### config.mk
export PLATFORM = sky130hd
export DESIGN_NAME = timer_compare_channels_irq_flags
export DESIGN_NICKNAME = d
export VERILOG_FILES = /design/src/hdl/cmp_irq_pkg.sv /design/src/hdl/compare_output_unit.sv /design/src/hdl/timer_compare_channels_irq_flags.sv
export SDC_FILE = /design/constraint.sdc
export NUM_CORES = 1
export LEC_CHECK = 0
export ABC_AREA = 1
export BUFFER_PORTS_ARGS = -buffer_cell sky130_fd_sc_hd__buf_4
export CAP_MARGIN = 20
export CORE_UTILIZATION = 45
export CTS_CLUSTER_SIZE = 8
export DETAILED_ROUTE_END_ITERATION = 8
export GPL_TIMING_DRIVEN = 0
export PLACE_DENSITY = 0.73
export SYNTH_ARGS = -nofsm -noshare
export SYNTH_HDL_FRONTEND = slang
export SYNTH_SLANG_ARGS = --single-unit
export TNS_END_PERCENT = 50
### constraint.sdc
create_clock -name mclk_i -period 2.4 [get_ports mclk_i]
set_clock_uncertainty 0.2 [all_clocks]
set_input_delay 0.12 -clock mclk_i [delete_from_list [all_inputs] [get_ports mclk_i]]
set_output_delay 0.12 -clock mclk_i [all_outputs]
set_load 0.05 [all_outputs]
### src/hdl/cmp_irq_pkg.sv
// constants for the timer compare stage and its shared interrupt flag register
// Operation
// - channel 0 compare value, read/write, resets zero
// - channel 1 compare value, read/write, resets zero
// - control bit 2 enables channel 1 compare
// - control bit 6 is channel interrupt mask
// - action 000 set, 001 clear, 010 toggle
// - 011 set on up-match, clear on down-match in up/down mode, else clear at zero
// - 100 clear on up-match, set on down-match in up/down mode, else set at zero
// - 101/110 use channel 0 value; 111 unused
// - second timer flags at bits 5..3
// - first timer flags at bits 2..0
// - flags cleared by writing 0, ignore 1
// - bit 6 is wide timer wrap mask
// - actions work in all counter modes
package cmp_irq_pkg;
    // register indices; byte address is four times the index
    localparam logic [7:0] IDX_FLAGS = 8'hD8;
    localparam logic [7:0] IDX_CC0 = 8'hED;
    localparam logic [7:0] IDX_CTL1 = 8'hEE;
    localparam logic [7:0] IDX_CC1 = 8'hEF;
    localparam logic [7:0] IDX_STAT = 8'hF0;
    localparam logic [7:0] IDX_MASK = 8'hF1;
    // control field positions
    localparam int CTL_IM = 6;
    localparam int CTL_ACT_LO = 3;
    localparam int CTL_EN = 2;
    localparam int FLG_WIDE_IM = 6;
    // reset values
    localparam logic [7:0] RST_CC = 8'h00;
    localparam logic RST_IM = 1'b1;
    localparam logic [2:0] RST_ACT = 3'h0;
    localparam logic RST_EN = 1'b0;
    localparam logic [1:0] RST_RSV = 2'h0;
    localparam logic RST_WIDE_IM = 1'b1;
    localparam logic [5:0] RST_PEND = 6'h00;
    localparam logic [2:0] RST_STAT = 3'h0;
    localparam logic [2:0] RST_MASK = 3'h0;
    // output action codes
    localparam logic [2:0] ACT_SET = 3'h0;
    localparam logic [2:0] ACT_CLR = 3'h1;
    localparam logic [2:0] ACT_TGL = 3'h2;
    localparam logic [2:0] ACT_SET_UP = 3'h3;
    localparam logic [2:0] ACT_CLR_UP = 3'h4;
    localparam logic [2:0] ACT_SET_TOP = 3'h5;
    localparam logic [2:0] ACT_CLR_TOP = 3'h6;
    // counter mode with up/down counting
    localparam logic [1:0] MODE_UPDOWN = 2'h3;
    // avalon response codes
    localparam logic [1:0] RESP_OK = 2'h0;
    localparam logic [1:0] RESP_ERR = 2'h2;
endpackage

### src/hdl/compare_output_unit.sv
// compare output pin action logic for one channel
`timescale 1ns/10ps
`default_nettype none
module compare_output_unit (
    // clock and synchronised reset
    input wire logic mclk_i,
    input wire logic rst_n_i,
    // counter view
    input wire logic tick_i,
    input wire logic [7:0] cnt_i,
    input wire logic updown_i,
    input wire logic down_i,
    // channel setup
    input wire logic enable_i,
    input wire logic [2:0] action_i,
    input wire logic [7:0] cmp_val_i,
    input wire logic [7:0] top_val_i,
    // pin level
    output logic out_o
);
    typedef struct packed {
        logic pin;
    } out_state_t;

    out_state_t s_reg;
    out_state_t s_next;
    logic match;
    logic at_zero;
    logic at_top;
    logic down_match;

    assign match = cnt_i == cmp_val_i;
    assign at_zero = cnt_i == 8'h00;
    assign at_top = cnt_i == top_val_i;
    assign down_match = match && updown_i && down_i;

    always_comb begin
        s_next = s_reg;
        if (tick_i && enable_i) begin
            case (action_i)
                cmp_irq_pkg::ACT_SET: if (match) s_next.pin = 1'b1;
                cmp_irq_pkg::ACT_CLR: if (match) s_next.pin = 1'b0;
                cmp_irq_pkg::ACT_TGL: if (match) s_next.pin = ~s_reg.pin;
                cmp_irq_pkg::ACT_SET_UP: begin
                    if (down_match) s_next.pin = 1'b0;
                    else if (match) s_next.pin = 1'b1;
                    else if (at_zero && !updown_i) s_next.pin = 1'b0;
                end
                cmp_irq_pkg::ACT_CLR_UP: begin
                    if (down_match) s_next.pin = 1'b1;
                    else if (match) s_next.pin = 1'b0;
                    else if (at_zero && !updown_i) s_next.pin = 1'b1;
                end
                // match wins when both values coincide
                cmp_irq_pkg::ACT_SET_TOP: begin
                    if (match) s_next.pin = 1'b1;
                    else if (at_top) s_next.pin = 1'b0;
                end
                cmp_irq_pkg::ACT_CLR_TOP: begin
                    if (match) s_next.pin = 1'b0;
                    else if (at_top) s_next.pin = 1'b1;
                end
                default: s_next = s_reg;
            endcase
        end
    end

    always_ff @(posedge mclk_i or negedge rst_n_i) begin
        if (!rst_n_i) begin
            s_reg <= '0;
        end else begin
            s_reg <= s_next;
        end
    end

    assign out_o = s_reg.pin;
endmodule
`default_nettype wire

### src/hdl/timer_compare_channels_irq_flags.sv
// timer compare registers, channel 1 output, shared pending flags, avalon slave
//
// Register access over Avalon-MM was left to the implementer.
`timescale 1ns/10ps
`default_nettype none
module timer_compare_channels_irq_flags (
    // clock and reset
    input wire logic mclk_i,
    input wire logic rst_n_i,
    // avalon-mm slave
    input wire logic [9:0] address_i,
    input wire logic read_i,
    input wire logic write_i,
    input wire logic [31:0] writedata_i,
    input wire logic [3:0] byteenable_i,
    output logic [31:0] readdata_o,
    output logic [1:0] response_o,
    output logic waitrequest_o,
    // second timer counter, same clock
    input wire logic [7:0] cnt_i,
    input wire logic tick_i,
    input wire logic down_i,
    input wire logic [1:0] mode_i,
    input wire logic wrap_i,
    input wire logic ch0_enable_i,
    input wire logic ch0_irq_enable_i,
    input wire logic wrap_irq_enable_i,
    // first timer events, same clock
    input wire logic ft_ch0_i,
    input wire logic ft_ch1_i,
    input wire logic ft_wrap_i,
    // outputs
    output logic compare1_out_o,
    output logic timer_irq_o,
    output logic wide_wrap_irq_enable_o,
    output logic irq_o
);
    typedef struct packed {
        logic [7:0] cc0;
        logic [7:0] cc1;
        logic ch1_im;
        logic [2:0] ch1_act;
        logic ch1_en;
        logic [1:0] ch1_rsv;
        logic wide_im;
        logic [5:0] pend;
        logic [2:0] stat;
        logic [2:0] mask;
        logic ack;
        logic [31:0] rdata;
        logic [1:0] resp;
    } regs_t;

    regs_t s_reg;
    regs_t s_next;
    logic [1:0] rst_sync_reg;
    logic rst_n;
    logic hit_cc0;
    logic hit_ctl1;
    logic hit_cc1;
    logic hit_flags;
    logic hit_stat;
    logic hit_mask;
    logic mapped;
    logic [7:0] rd_byte;
    logic [7:0] wd;
    logic wr_en;
    logic [5:0] ev;

    // release reset in step with the clock so all flops leave reset together
    always_ff @(posedge mclk_i or negedge rst_n_i) begin
        if (!rst_n_i) begin
            rst_sync_reg <= 2'h0;
        end else begin
            rst_sync_reg <= {rst_sync_reg[0], 1'b1};
        end
    end
    assign rst_n = rst_sync_reg[1];

    // address decode; only aligned words of the map answer
    always_comb begin
        hit_cc0 = 1'b0;
        hit_ctl1 = 1'b0;
        hit_cc1 = 1'b0;
        hit_flags = 1'b0;
        hit_stat = 1'b0;
        hit_mask = 1'b0;
        if (address_i[1:0] != 2'h0) begin
            hit_cc0 = 1'b0;
        end else if (address_i[9:2] == cmp_irq_pkg::IDX_CC0) begin
            hit_cc0 = 1'b1;
        end else if (address_i[9:2] == cmp_irq_pkg::IDX_CTL1) begin
            hit_ctl1 = 1'b1;
        end else if (address_i[9:2] == cmp_irq_pkg::IDX_CC1) begin
            hit_cc1 = 1'b1;
        end else if (address_i[9:2] == cmp_irq_pkg::IDX_FLAGS) begin
            hit_flags = 1'b1;
        end else if (address_i[9:2] == cmp_irq_pkg::IDX_STAT) begin
            hit_stat = 1'b1;
        end else if (address_i[9:2] == cmp_irq_pkg::IDX_MASK) begin
            hit_mask = 1'b1;
        end
    end
    assign mapped = hit_cc0 | hit_ctl1 | hit_cc1 | hit_flags | hit_stat | hit_mask;

    // read mux; unused bit 7 of control and flag registers reads zero
    always_comb begin
        rd_byte = 8'h00;
        if (hit_cc0) begin
            rd_byte = s_reg.cc0;
        end else if (hit_ctl1) begin
            // bit 7 zero, reserved bits read back as written
            rd_byte = {1'b0, s_reg.ch1_im, s_reg.ch1_act, s_reg.ch1_en, s_reg.ch1_rsv};
        end else if (hit_cc1) begin
            rd_byte = s_reg.cc1;
        end else if (hit_flags) begin
            rd_byte = {1'b0, s_reg.wide_im, s_reg.pend};
        end else if (hit_stat) begin
            rd_byte = {5'h00, s_reg.stat};
        end else if (hit_mask) begin
            rd_byte = {5'h00, s_reg.mask};
        end
    end

    assign wd = writedata_i[7:0];
    // a write lands at the edge where waitrequest is low
    assign wr_en = write_i && s_reg.ack && byteenable_i[0];

    // match events, only on the cycle the counter takes a new value
    assign ev[5] = tick_i && s_reg.ch1_en && (cnt_i == s_reg.cc1);
    assign ev[4] = tick_i && ch0_enable_i && (cnt_i == s_reg.cc0);
    assign ev[3] = wrap_i;
    assign ev[2] = ft_ch1_i;
    assign ev[1] = ft_ch0_i;
    assign ev[0] = ft_wrap_i;

    always_comb begin
        s_next = s_reg;
        s_next.ack = (read_i || write_i) && !s_reg.ack;
        if (wr_en && hit_cc0) begin
            s_next.cc0 = wd;
        end
        if (wr_en && hit_cc1) begin
            s_next.cc1 = wd;
        end
        if (wr_en && hit_ctl1) begin
            s_next.ch1_im = wd[cmp_irq_pkg::CTL_IM];
            s_next.ch1_act = wd[cmp_irq_pkg::CTL_ACT_LO +: 3];
            s_next.ch1_en = wd[cmp_irq_pkg::CTL_EN];
            s_next.ch1_rsv = wd[1:0];
        end
        // a zero clears a flag, a one leaves it
        if (wr_en && hit_flags) begin
            s_next.wide_im = wd[cmp_irq_pkg::FLG_WIDE_IM];
            s_next.pend = s_reg.pend & wd[5:0];
        end
        // set wins over a clear in the same cycle
        s_next.pend = s_next.pend | ev;
        // second timer events, write one to clear, set wins
        if (wr_en && hit_stat) begin
            s_next.stat = s_reg.stat & ~wd[2:0];
        end
        s_next.stat = s_next.stat | ev[5:3];
        if (wr_en && hit_mask) begin
            s_next.mask = wd[2:0];
        end
        // read data is caught one edge ahead so it stands when waitrequest drops
        if (s_next.ack) begin
            s_next.rdata = read_i ? {24'h000000, rd_byte} : 32'h00000000;
            s_next.resp = mapped ? cmp_irq_pkg::RESP_OK : cmp_irq_pkg::RESP_ERR;
        end
    end

    always_ff @(posedge mclk_i or negedge rst_n) begin
        if (!rst_n) begin
            s_reg.cc0 <= cmp_irq_pkg::RST_CC;
            s_reg.cc1 <= cmp_irq_pkg::RST_CC;
            s_reg.ch1_im <= cmp_irq_pkg::RST_IM;
            s_reg.ch1_act <= cmp_irq_pkg::RST_ACT;
            s_reg.ch1_en <= cmp_irq_pkg::RST_EN;
            s_reg.ch1_rsv <= cmp_irq_pkg::RST_RSV;
            s_reg.wide_im <= cmp_irq_pkg::RST_WIDE_IM;
            s_reg.pend <= cmp_irq_pkg::RST_PEND;
            s_reg.stat <= cmp_irq_pkg::RST_STAT;
            s_reg.mask <= cmp_irq_pkg::RST_MASK;
            s_reg.ack <= 1'b0;
            s_reg.rdata <= 32'h00000000;
            s_reg.resp <= cmp_irq_pkg::RESP_OK;
        end else begin
            s_reg <= s_next;
        end
    end

    compare_output_unit u_ch1_out (
        .mclk_i(mclk_i),
        .rst_n_i(rst_n),
        .tick_i(tick_i),
        .cnt_i(cnt_i),
        .updown_i(mode_i == cmp_irq_pkg::MODE_UPDOWN),
        .down_i(down_i),
        .enable_i(s_reg.ch1_en),
        .action_i(s_reg.ch1_act),
        .cmp_val_i(s_reg.cc1),
        .top_val_i(s_reg.cc0),
        .out_o(compare1_out_o)
    );

    assign waitrequest_o = (read_i || write_i) && !s_reg.ack;
    assign readdata_o = s_reg.rdata;
    assign response_o = s_reg.resp;
    assign wide_wrap_irq_enable_o = s_reg.wide_im;
    // pending flag gated by its own mask
    assign timer_irq_o = (s_reg.pend[5] && s_reg.ch1_im) || (s_reg.pend[4] && ch0_irq_enable_i)
        || (s_reg.pend[3] && wrap_irq_enable_i);
    assign irq_o = |(s_reg.stat & s_reg.mask);
endmodule
`default_nettype wire

# == Yosys cells after proc, flatten, opt, wreduce, memory -nomap -nowiden ==
# Cells that the tools add are included.
# classes
n_addsub,0
multipliers,0
div,0
order_cmp,0
n_eq_ne,22
shift,0
mux,51
bitwise_logic,12
reduce_logical,30
# ops
op,n
$eq A8 B8 Y1 const B,6
$mux W1,40
$mux W8,4
$logic_and A1 B1 Y1,19
$eq A8 B8 Y1,2
$eq A3 B3 Y1 const B,3
$mux W3,3
$reduce_and A9 Y1,1
$logic_not A8 Y1,1
$ne A4 B1 Y1 const B,2
$mux W7,1
$pmux W1 S7,1
$reduce_bool A7 Y1,1
$and A3 B3 Y3,2
$and A6 B6 Y6,1
$eq A3 B2 Y1 const B,2
$mux W6,1
$ne A2 B1 Y1 const B,3
$ne A3 B1 Y1 const B,2
$or A6 B6 Y6,1
$or A1 B1 Y1,5
$eq A3 B1 Y1 const B,1
$logic_not A3 Y1,1
$logic_or A1 B1 Y1,3
8 further kinds,9
# word_totals
ff_bits,74
latchBits,0
ramBits,0
mem_bits_ro,0
in_bits,69
out_inout_bits,39
memories,0

# == Longest topological paths before layout ==
# depth
depth_word,15
ltp_mapped,12
mapped_depth_nobuf,12

# == Cells and area by module ==
# A second synthesis with hierarchy kept.
# hier_totals
cells_unflattened,471
hier_area_um2,3333.2
# by_module_without_submodules
mod,n_inst,cells_per_inst,area_each_um2,seq_area_each_um2
timer_compare_channels_irq_flags,1,367,2845.2,1203.7
compare_output_unit,1,104,488.0,25.0

# == Worst setup path before layout ==
# Ideal clock, no wire load.
# synth_timing
kind,register to register
startpoint,register s_reg[34] (netlist name)
endpoint,"register s_reg, in the netlist readdata_o[4]"
setup_ps,66
arrival_ps,1431
required_ps,2134
slack_ps,703
path_stages_with_launch,10
n_path_buf,0
cell_sequence,dfrtp_1 > inv_1 > o21ai_2 > inv_1 > nand2_1 > inv_1 > o21ai_0 > nor2_1 > o21ai_1 > nand2_1
# synth_via
elab_chain_len,2
# synth_lines
item,line,source
start: declaration,timer_compare_channels_irq_flags.sv:54,regs_t s_reg;
start signal: assignment,timer_compare_channels_irq_flags.sv:190,s_reg <= s_next;
$logic_not A1 Y1,n/a,
$logic_and A1 B1 Y1,n/a,
via waitrequest_o,timer_compare_channels_irq_flags.sv:18,"output logic waitrequest_o,"
# The timed path passes the listed nets, and every way through them passes these cells.
# A chain may end at the register's enable or synchronous reset.

==> impl_results.html <==
<table>
<tr><th>Metric</th><th>Value</th></tr>
<tr><th colspan="2">Clocking</th></tr>
<tr><td>Number of clock buffers inserted by TritonCTS</td><td>5</td></tr>
<tr><td># H-tree levels</td><td>2</td></tr>
<tr><td>Worst-Skew Late Latency</td><td>320 ps</td></tr>
<tr><td>Clock input transition at the sequential cells of the worst setup and hold paths</td><td>roughly 100 ps</td></tr>
<tr><td>Buffer count from post-CTS setup fixing</td><td>0</td></tr>
<tr><td># clock sinks</td><td>49</td></tr>
<tr><td>Max Root-Sink Buffers</td><td>2</td></tr>
<tr><td>Library cell used as clock root buffer</td><td>sky130_fd_sc_hd__clkbuf_8</td></tr>
<tr><td>CTS tree</td><td>done</td></tr>
<tr><td>Cts repair resizes</td><td>0</td></tr>
<tr><th colspan="2">Logic synthesis</th></tr>
<tr><td>Cell area after synthesis</td><td>3110 um2</td></tr>
<tr><td>Number of distinct library cells after synthesis</td><td>29</td></tr>
<tr><td>Synthesized area divided by synthesized cell count</td><td>6.84 um2</td></tr>
<tr><td>Synthesized netlist cell count</td><td>454</td></tr>
<tr><td>Fraction of the yosys area taken by sequential cells</td><td>39.6%</td></tr>
<tr><td>Count of yosys warnings during synthesis</td><td>0</td></tr>
<tr><td>Number of synthesized register bits</td><td>49</td></tr>
<tr><th colspan="2">Final layout</th></tr>
<tr><td>Syn-to-layout area delta</td><td>29.3%</td></tr>
<tr><td>Most used cells in the layout excluding fill and tap cells</td><td>sky130_fd_sc_hd__nand2_1, sky130_fd_sc_hd__buf_4, sky130_fd_sc_hd__inv_1, sky130_fd_sc_hd__dfrtp_1, sky130_fd_sc_hd__nor2_1</td></tr>
<tr><td>Layout cells sized above 1</td><td>21.0%</td></tr>
<tr><td>Commonest non-fill, non-tap cell in the layout</td><td>sky130_fd_sc_hd__nand2_1</td></tr>
<tr><td>Flip-flop count of the largest register after layout</td><td>36</td></tr>
<tr><td>Fillers</td><td>617</td></tr>
<tr><td>Total area of multi-input combinational cells</td><td>1460 um2</td></tr>
<tr><td>Count of placed standard cells in the final layout, fillers left out</td><td>638</td></tr>
<tr><td>Final net count</td><td>629</td></tr>
<tr><td>Antenna cells</td><td>0</td></tr>
<tr><td>Post-route cell area</td><td>about 4000 um2</td></tr>
<tr><td>Area taken by flip-flops and latches</td><td>roughly 1200 um2</td></tr>
<tr><th colspan="2">Routing</th></tr>
<tr><td>Vias after detailed routing</td><td>3051</td></tr>
<tr><td>Iteration-0 DRC count of the detailed router</td><td>148</td></tr>
<tr><td>Average routed wire per standard cell</td><td>12.0 um</td></tr>
<tr><td>Number of remaining DRC errors</td><td>0</td></tr>
<tr><td>Detail-routed via count per cell</td><td>roughly 4.8</td></tr>
<tr><td>Detailed Routing Iterations Pass 1</td><td>4</td></tr>
<tr><td>Routed Wire Length</td><td>7690 um</td></tr>
<tr><td>Remaining number of nets flagged by the antenna check after routing</td><td>0</td></tr>
<tr><th colspan="2">Power and ir drop</th></tr>
<tr><td>Switching Fraction</td><td>31.6%</td></tr>
<tr><td>Switching power summed over all nets</td><td>0.000550 W</td></tr>
<tr><td>Pwr/cell area</td><td>433 nW/um2</td></tr>
<tr><td>Power share of the clock group</td><td>30.8%</td></tr>
<tr><td>Combinational share of power</td><td>about a fifth</td></tr>
<tr><td>Pleak</td><td>2.19 nW</td></tr>
<tr><td>Sequential cell fraction of total power</td><td>48.5%</td></tr>
<tr><td>Worst VDD drop</td><td>0.371 mV</td></tr>
<tr><td>Internal</td><td>0.00119 W</td></tr>
<tr><th colspan="2">Critical path</th></tr>
<tr><td>Required time at the worst-slack endpoint</td><td>roughly 2400 ps</td></tr>
<tr><td>Critical path type</td><td>in -&gt; reg</td></tr>
<tr><td>Kind of start point of the critical path</td><td>input pin</td></tr>
<tr><td>Arrival time at the worst endpoint</td><td>about 2000 ps</td></tr>
<tr><td>Crit path max fanout</td><td>8</td></tr>
<tr><td>Logic depth of the worst register-to-register path</td><td>6</td></tr>
<tr><td>Kind of end point of the critical path</td><td>flip-flop</td></tr>
<tr><th colspan="2">STA</th></tr>
<tr><td>Final-report setup violation count</td><td>0</td></tr>
<tr><td>Endpoints failing hold</td><td>0</td></tr>
<tr><td>RSZ-0062 raised after global routing</td><td>false</td></tr>
<tr><td>Pin slew with the least headroom to its limit</td><td>613 ps</td></tr>
<tr><td>Period utilization</td><td>approximately 83%</td></tr>
<tr><td>Setup_tns</td><td>0 ps</td></tr>
<tr><td>Min cycle time layout</td><td>slightly below 2000 ps</td></tr>
<tr><td>Number of pins with negative max-slew slack in the final report</td><td>0</td></tr>
<tr><td>Max transition margin</td><td>59.0%</td></tr>
<tr><td>Achievable clock frequency</td><td>504 MHz</td></tr>
<tr><th colspan="2">Placed design</th></tr>
<tr><td>Number of input and output port buffers inserted</td><td>55</td></tr>
<tr><td>Placed cell areas</td><td>3730 um2</td></tr>
<tr><td>Placed instance count</td><td>611</td></tr>
<tr><td>Hpwl dp</td><td>6070 um</td></tr>
<tr><td>GP Congestion</td><td>0.871</td></tr>
<tr><th colspan="2">Floorplanning</th></tr>
<tr><td>Core footprint</td><td>6490 um2</td></tr>
<tr><td>I/O pins</td><td>108</td></tr>
<tr><td>Height of the chip</td><td>~85 um</td></tr>
<tr><td>Horizontal die dimension</td><td>85.1 um</td></tr>
<tr><td>Cell Rows</td><td>29</td></tr>
<tr><td>Area enclosed by the die boundary</td><td>~7200 um2</td></tr>
<tr><td>Initial Utilization</td><td>47.8%</td></tr>
<tr><th colspan="2">Hold path</th></tr>
<tr><td>HP Class</td><td>reg -&gt; async</td></tr>
<tr><th colspan="2">Outcome</th></tr>
<tr><td>Result of the run</td><td>finished clean</td></tr>
<tr><th colspan="2">Global routing</th></tr>
<tr><td>Vias in the first global route</td><td>2893</td></tr>
<tr><td>Maximum number of pins on one net before global-route repair</td><td>37</td></tr>
<tr><td>Global routing usage summed across all routing layers</td><td>23.0%</td></tr>
<tr><td>Remaining Overflow, GRT</td><td>0</td></tr>
<tr><td>Antenna violations before repair</td><td>0</td></tr>
<tr><td>Global-route wire length before repair</td><td>between 10000 and 15000 um</td></tr>
<tr><th colspan="2">Job</th></tr>
<tr><td>Max Cap Viol</td><td>0</td></tr>
</table>
[logic make-up after synthesis]
logic type	synth area share, %
flip-flops	39.6
AND/OR/NAND/NOR	33.2
buffers and inverters	16.3
other	0.242
XOR/XNOR	1.41
AO/OA/AOI/OAI	9.31
[worst max-delay path, stage by stage]
cell	delay, ps
sky130_fd_sc_hd__dlygate4sd3_1	530
sky130_fd_sc_hd__buf_4	110
sky130_fd_sc_hd__nand2_1	40
sky130_fd_sc_hd__nor2_1	470
sky130_fd_sc_hd__nand3_1	390
sky130_fd_sc_hd__o21ai_0	260
sky130_fd_sc_hd__nand2_1	70
[power by group through the flow]
stage,sequential (W),clock (W),combinational [W]
floorplan,0.000868,0,0.000221
global placement,0.000873,0,0.000310
detailed placement,0.000863,0,0.000331
CTS,0.000843,0.000545,0.000358
global route,0.000845,0.000583,0.000390
finish,0.000843,0.000536,0.000359
[layer usage]
metal | track usage [%] | part of all wire, % | wire, um | vias to the layer above
met5 | 0 | 0 | 0 | -
met1 | 29.4 | 46 | 3530 | 1377
met3 | 4.38 | 4.9 | 379 | 11
met2 | 39.9 | 48 | 3670 | 93
met4 | 6.16 | 1.5 | 113 | 0
li1 | - | - | - | 1570
[synthesized netlist by cell type]
cell	count	share of area, %
sky130_fd_sc_hd__nor2_4	1	0.36
sky130_fd_sc_hd__o21ai_1	19	3.1
sky130_fd_sc_hd__or2_0	3	0.60
sky130_fd_sc_hd__inv_1	59	7.1
sky130_fd_sc_hd__buf_4	34	8.2
sky130_fd_sc_hd__o21ai_0	27	4.4
sky130_fd_sc_hd__nor3_2	1	0.32
sky130_fd_sc_hd__clkbuf_1	1	0.12
sky130_fd_sc_hd__nor3_4	1	0.52
sky130_fd_sc_hd__buf_2	3	0.48
sky130_fd_sc_hd__nand2_2	4	0.81
sky130_fd_sc_hd__and2_2	1	0.24
sky130_fd_sc_hd__nor3_1	7	1.1
sky130_fd_sc_hd__nor4_1	1	0.20
sky130_fd_sc_hd__nand2_1	154	19
sky130_fd_sc_hd__dfstp_2	2	1.7
sky130_fd_sc_hd__nand3_1	19	3.1
sky130_fd_sc_hd__nor2_1	40	4.8
sky130_fd_sc_hd__nand3_2	2	0.64
sky130_fd_sc_hd__o22ai_1	3	0.60
sky130_fd_sc_hd__o21ai_2	1	0.28
sky130_fd_sc_hd__xnor2_1	5	1.4
sky130_fd_sc_hd__o221ai_1	1	0.28
sky130_fd_sc_hd__a21oi_1	3	0.48
sky130_fd_sc_hd__nand4_1	9	1.8
sky130_fd_sc_hd__inv_2	3	0.36
sky130_fd_sc_hd__dfrtp_1	47	38
sky130_fd_sc_hd__a22oi_1	1	0.24
sky130_fd_sc_hd__conb_1	2	0.24
[cell type report]
| cell class | count | share of cell area, % |
|---|---|---|
| Sequential cell | 49 | 30.6 |
| Multi-Input combinational cell | 329 | 36.4 |
| Inverter | 62 | 5.80 |
| Clock inverter | 3 | 0.717 |
| Tap cell | 77 | 2.40 |
| Timing Repair Buffer | 75 | 15.5 |
| Buffer | 38 | 6.83 |
| Clock buffer | 5 | 1.71 |
[through the flow]
stage | total power [W] | utilization, % | setup slack [ps] | hold WS (ps)
after floorplan | 0.00109 | - | 703 | -376
after global placement | 0.00118 | 57.0 | 229 | -297
after detailed placement | 0.00119 | 57.4 | 504 | -297
after CTS | 0.00175 | 61.8 | 423 | 46.4
after global routing | 0.00182 | 61.8 | 248 | 58.3
final | 0.00174 | 61.8 | 417 | 40.4
[final timing paths]
path / startpoint / to / slack, ps
worst min-delay path: rst_sync_reg[1] / wide_wrap_irq_enable_o / 40
min in group mclk_i: down_i / u_ch1_out.out_o / 90
max in group asynchronous: rst_sync_reg[1] / s_reg[42] / 1060
worst min register to register: rst_sync_reg[1] / wide_wrap_irq_enable_o / 40
worst max-delay path: write_i / s_reg[43] / 420
worst max register to register: s_reg[70] / s_reg[39] / 450
[timing repair]
item	in CTS	in global routing
hold buffers	19	0
setup endpoints to repair	0	0
endpoints found under the hold margin	52	0
(Power assumes the default switching activity.)
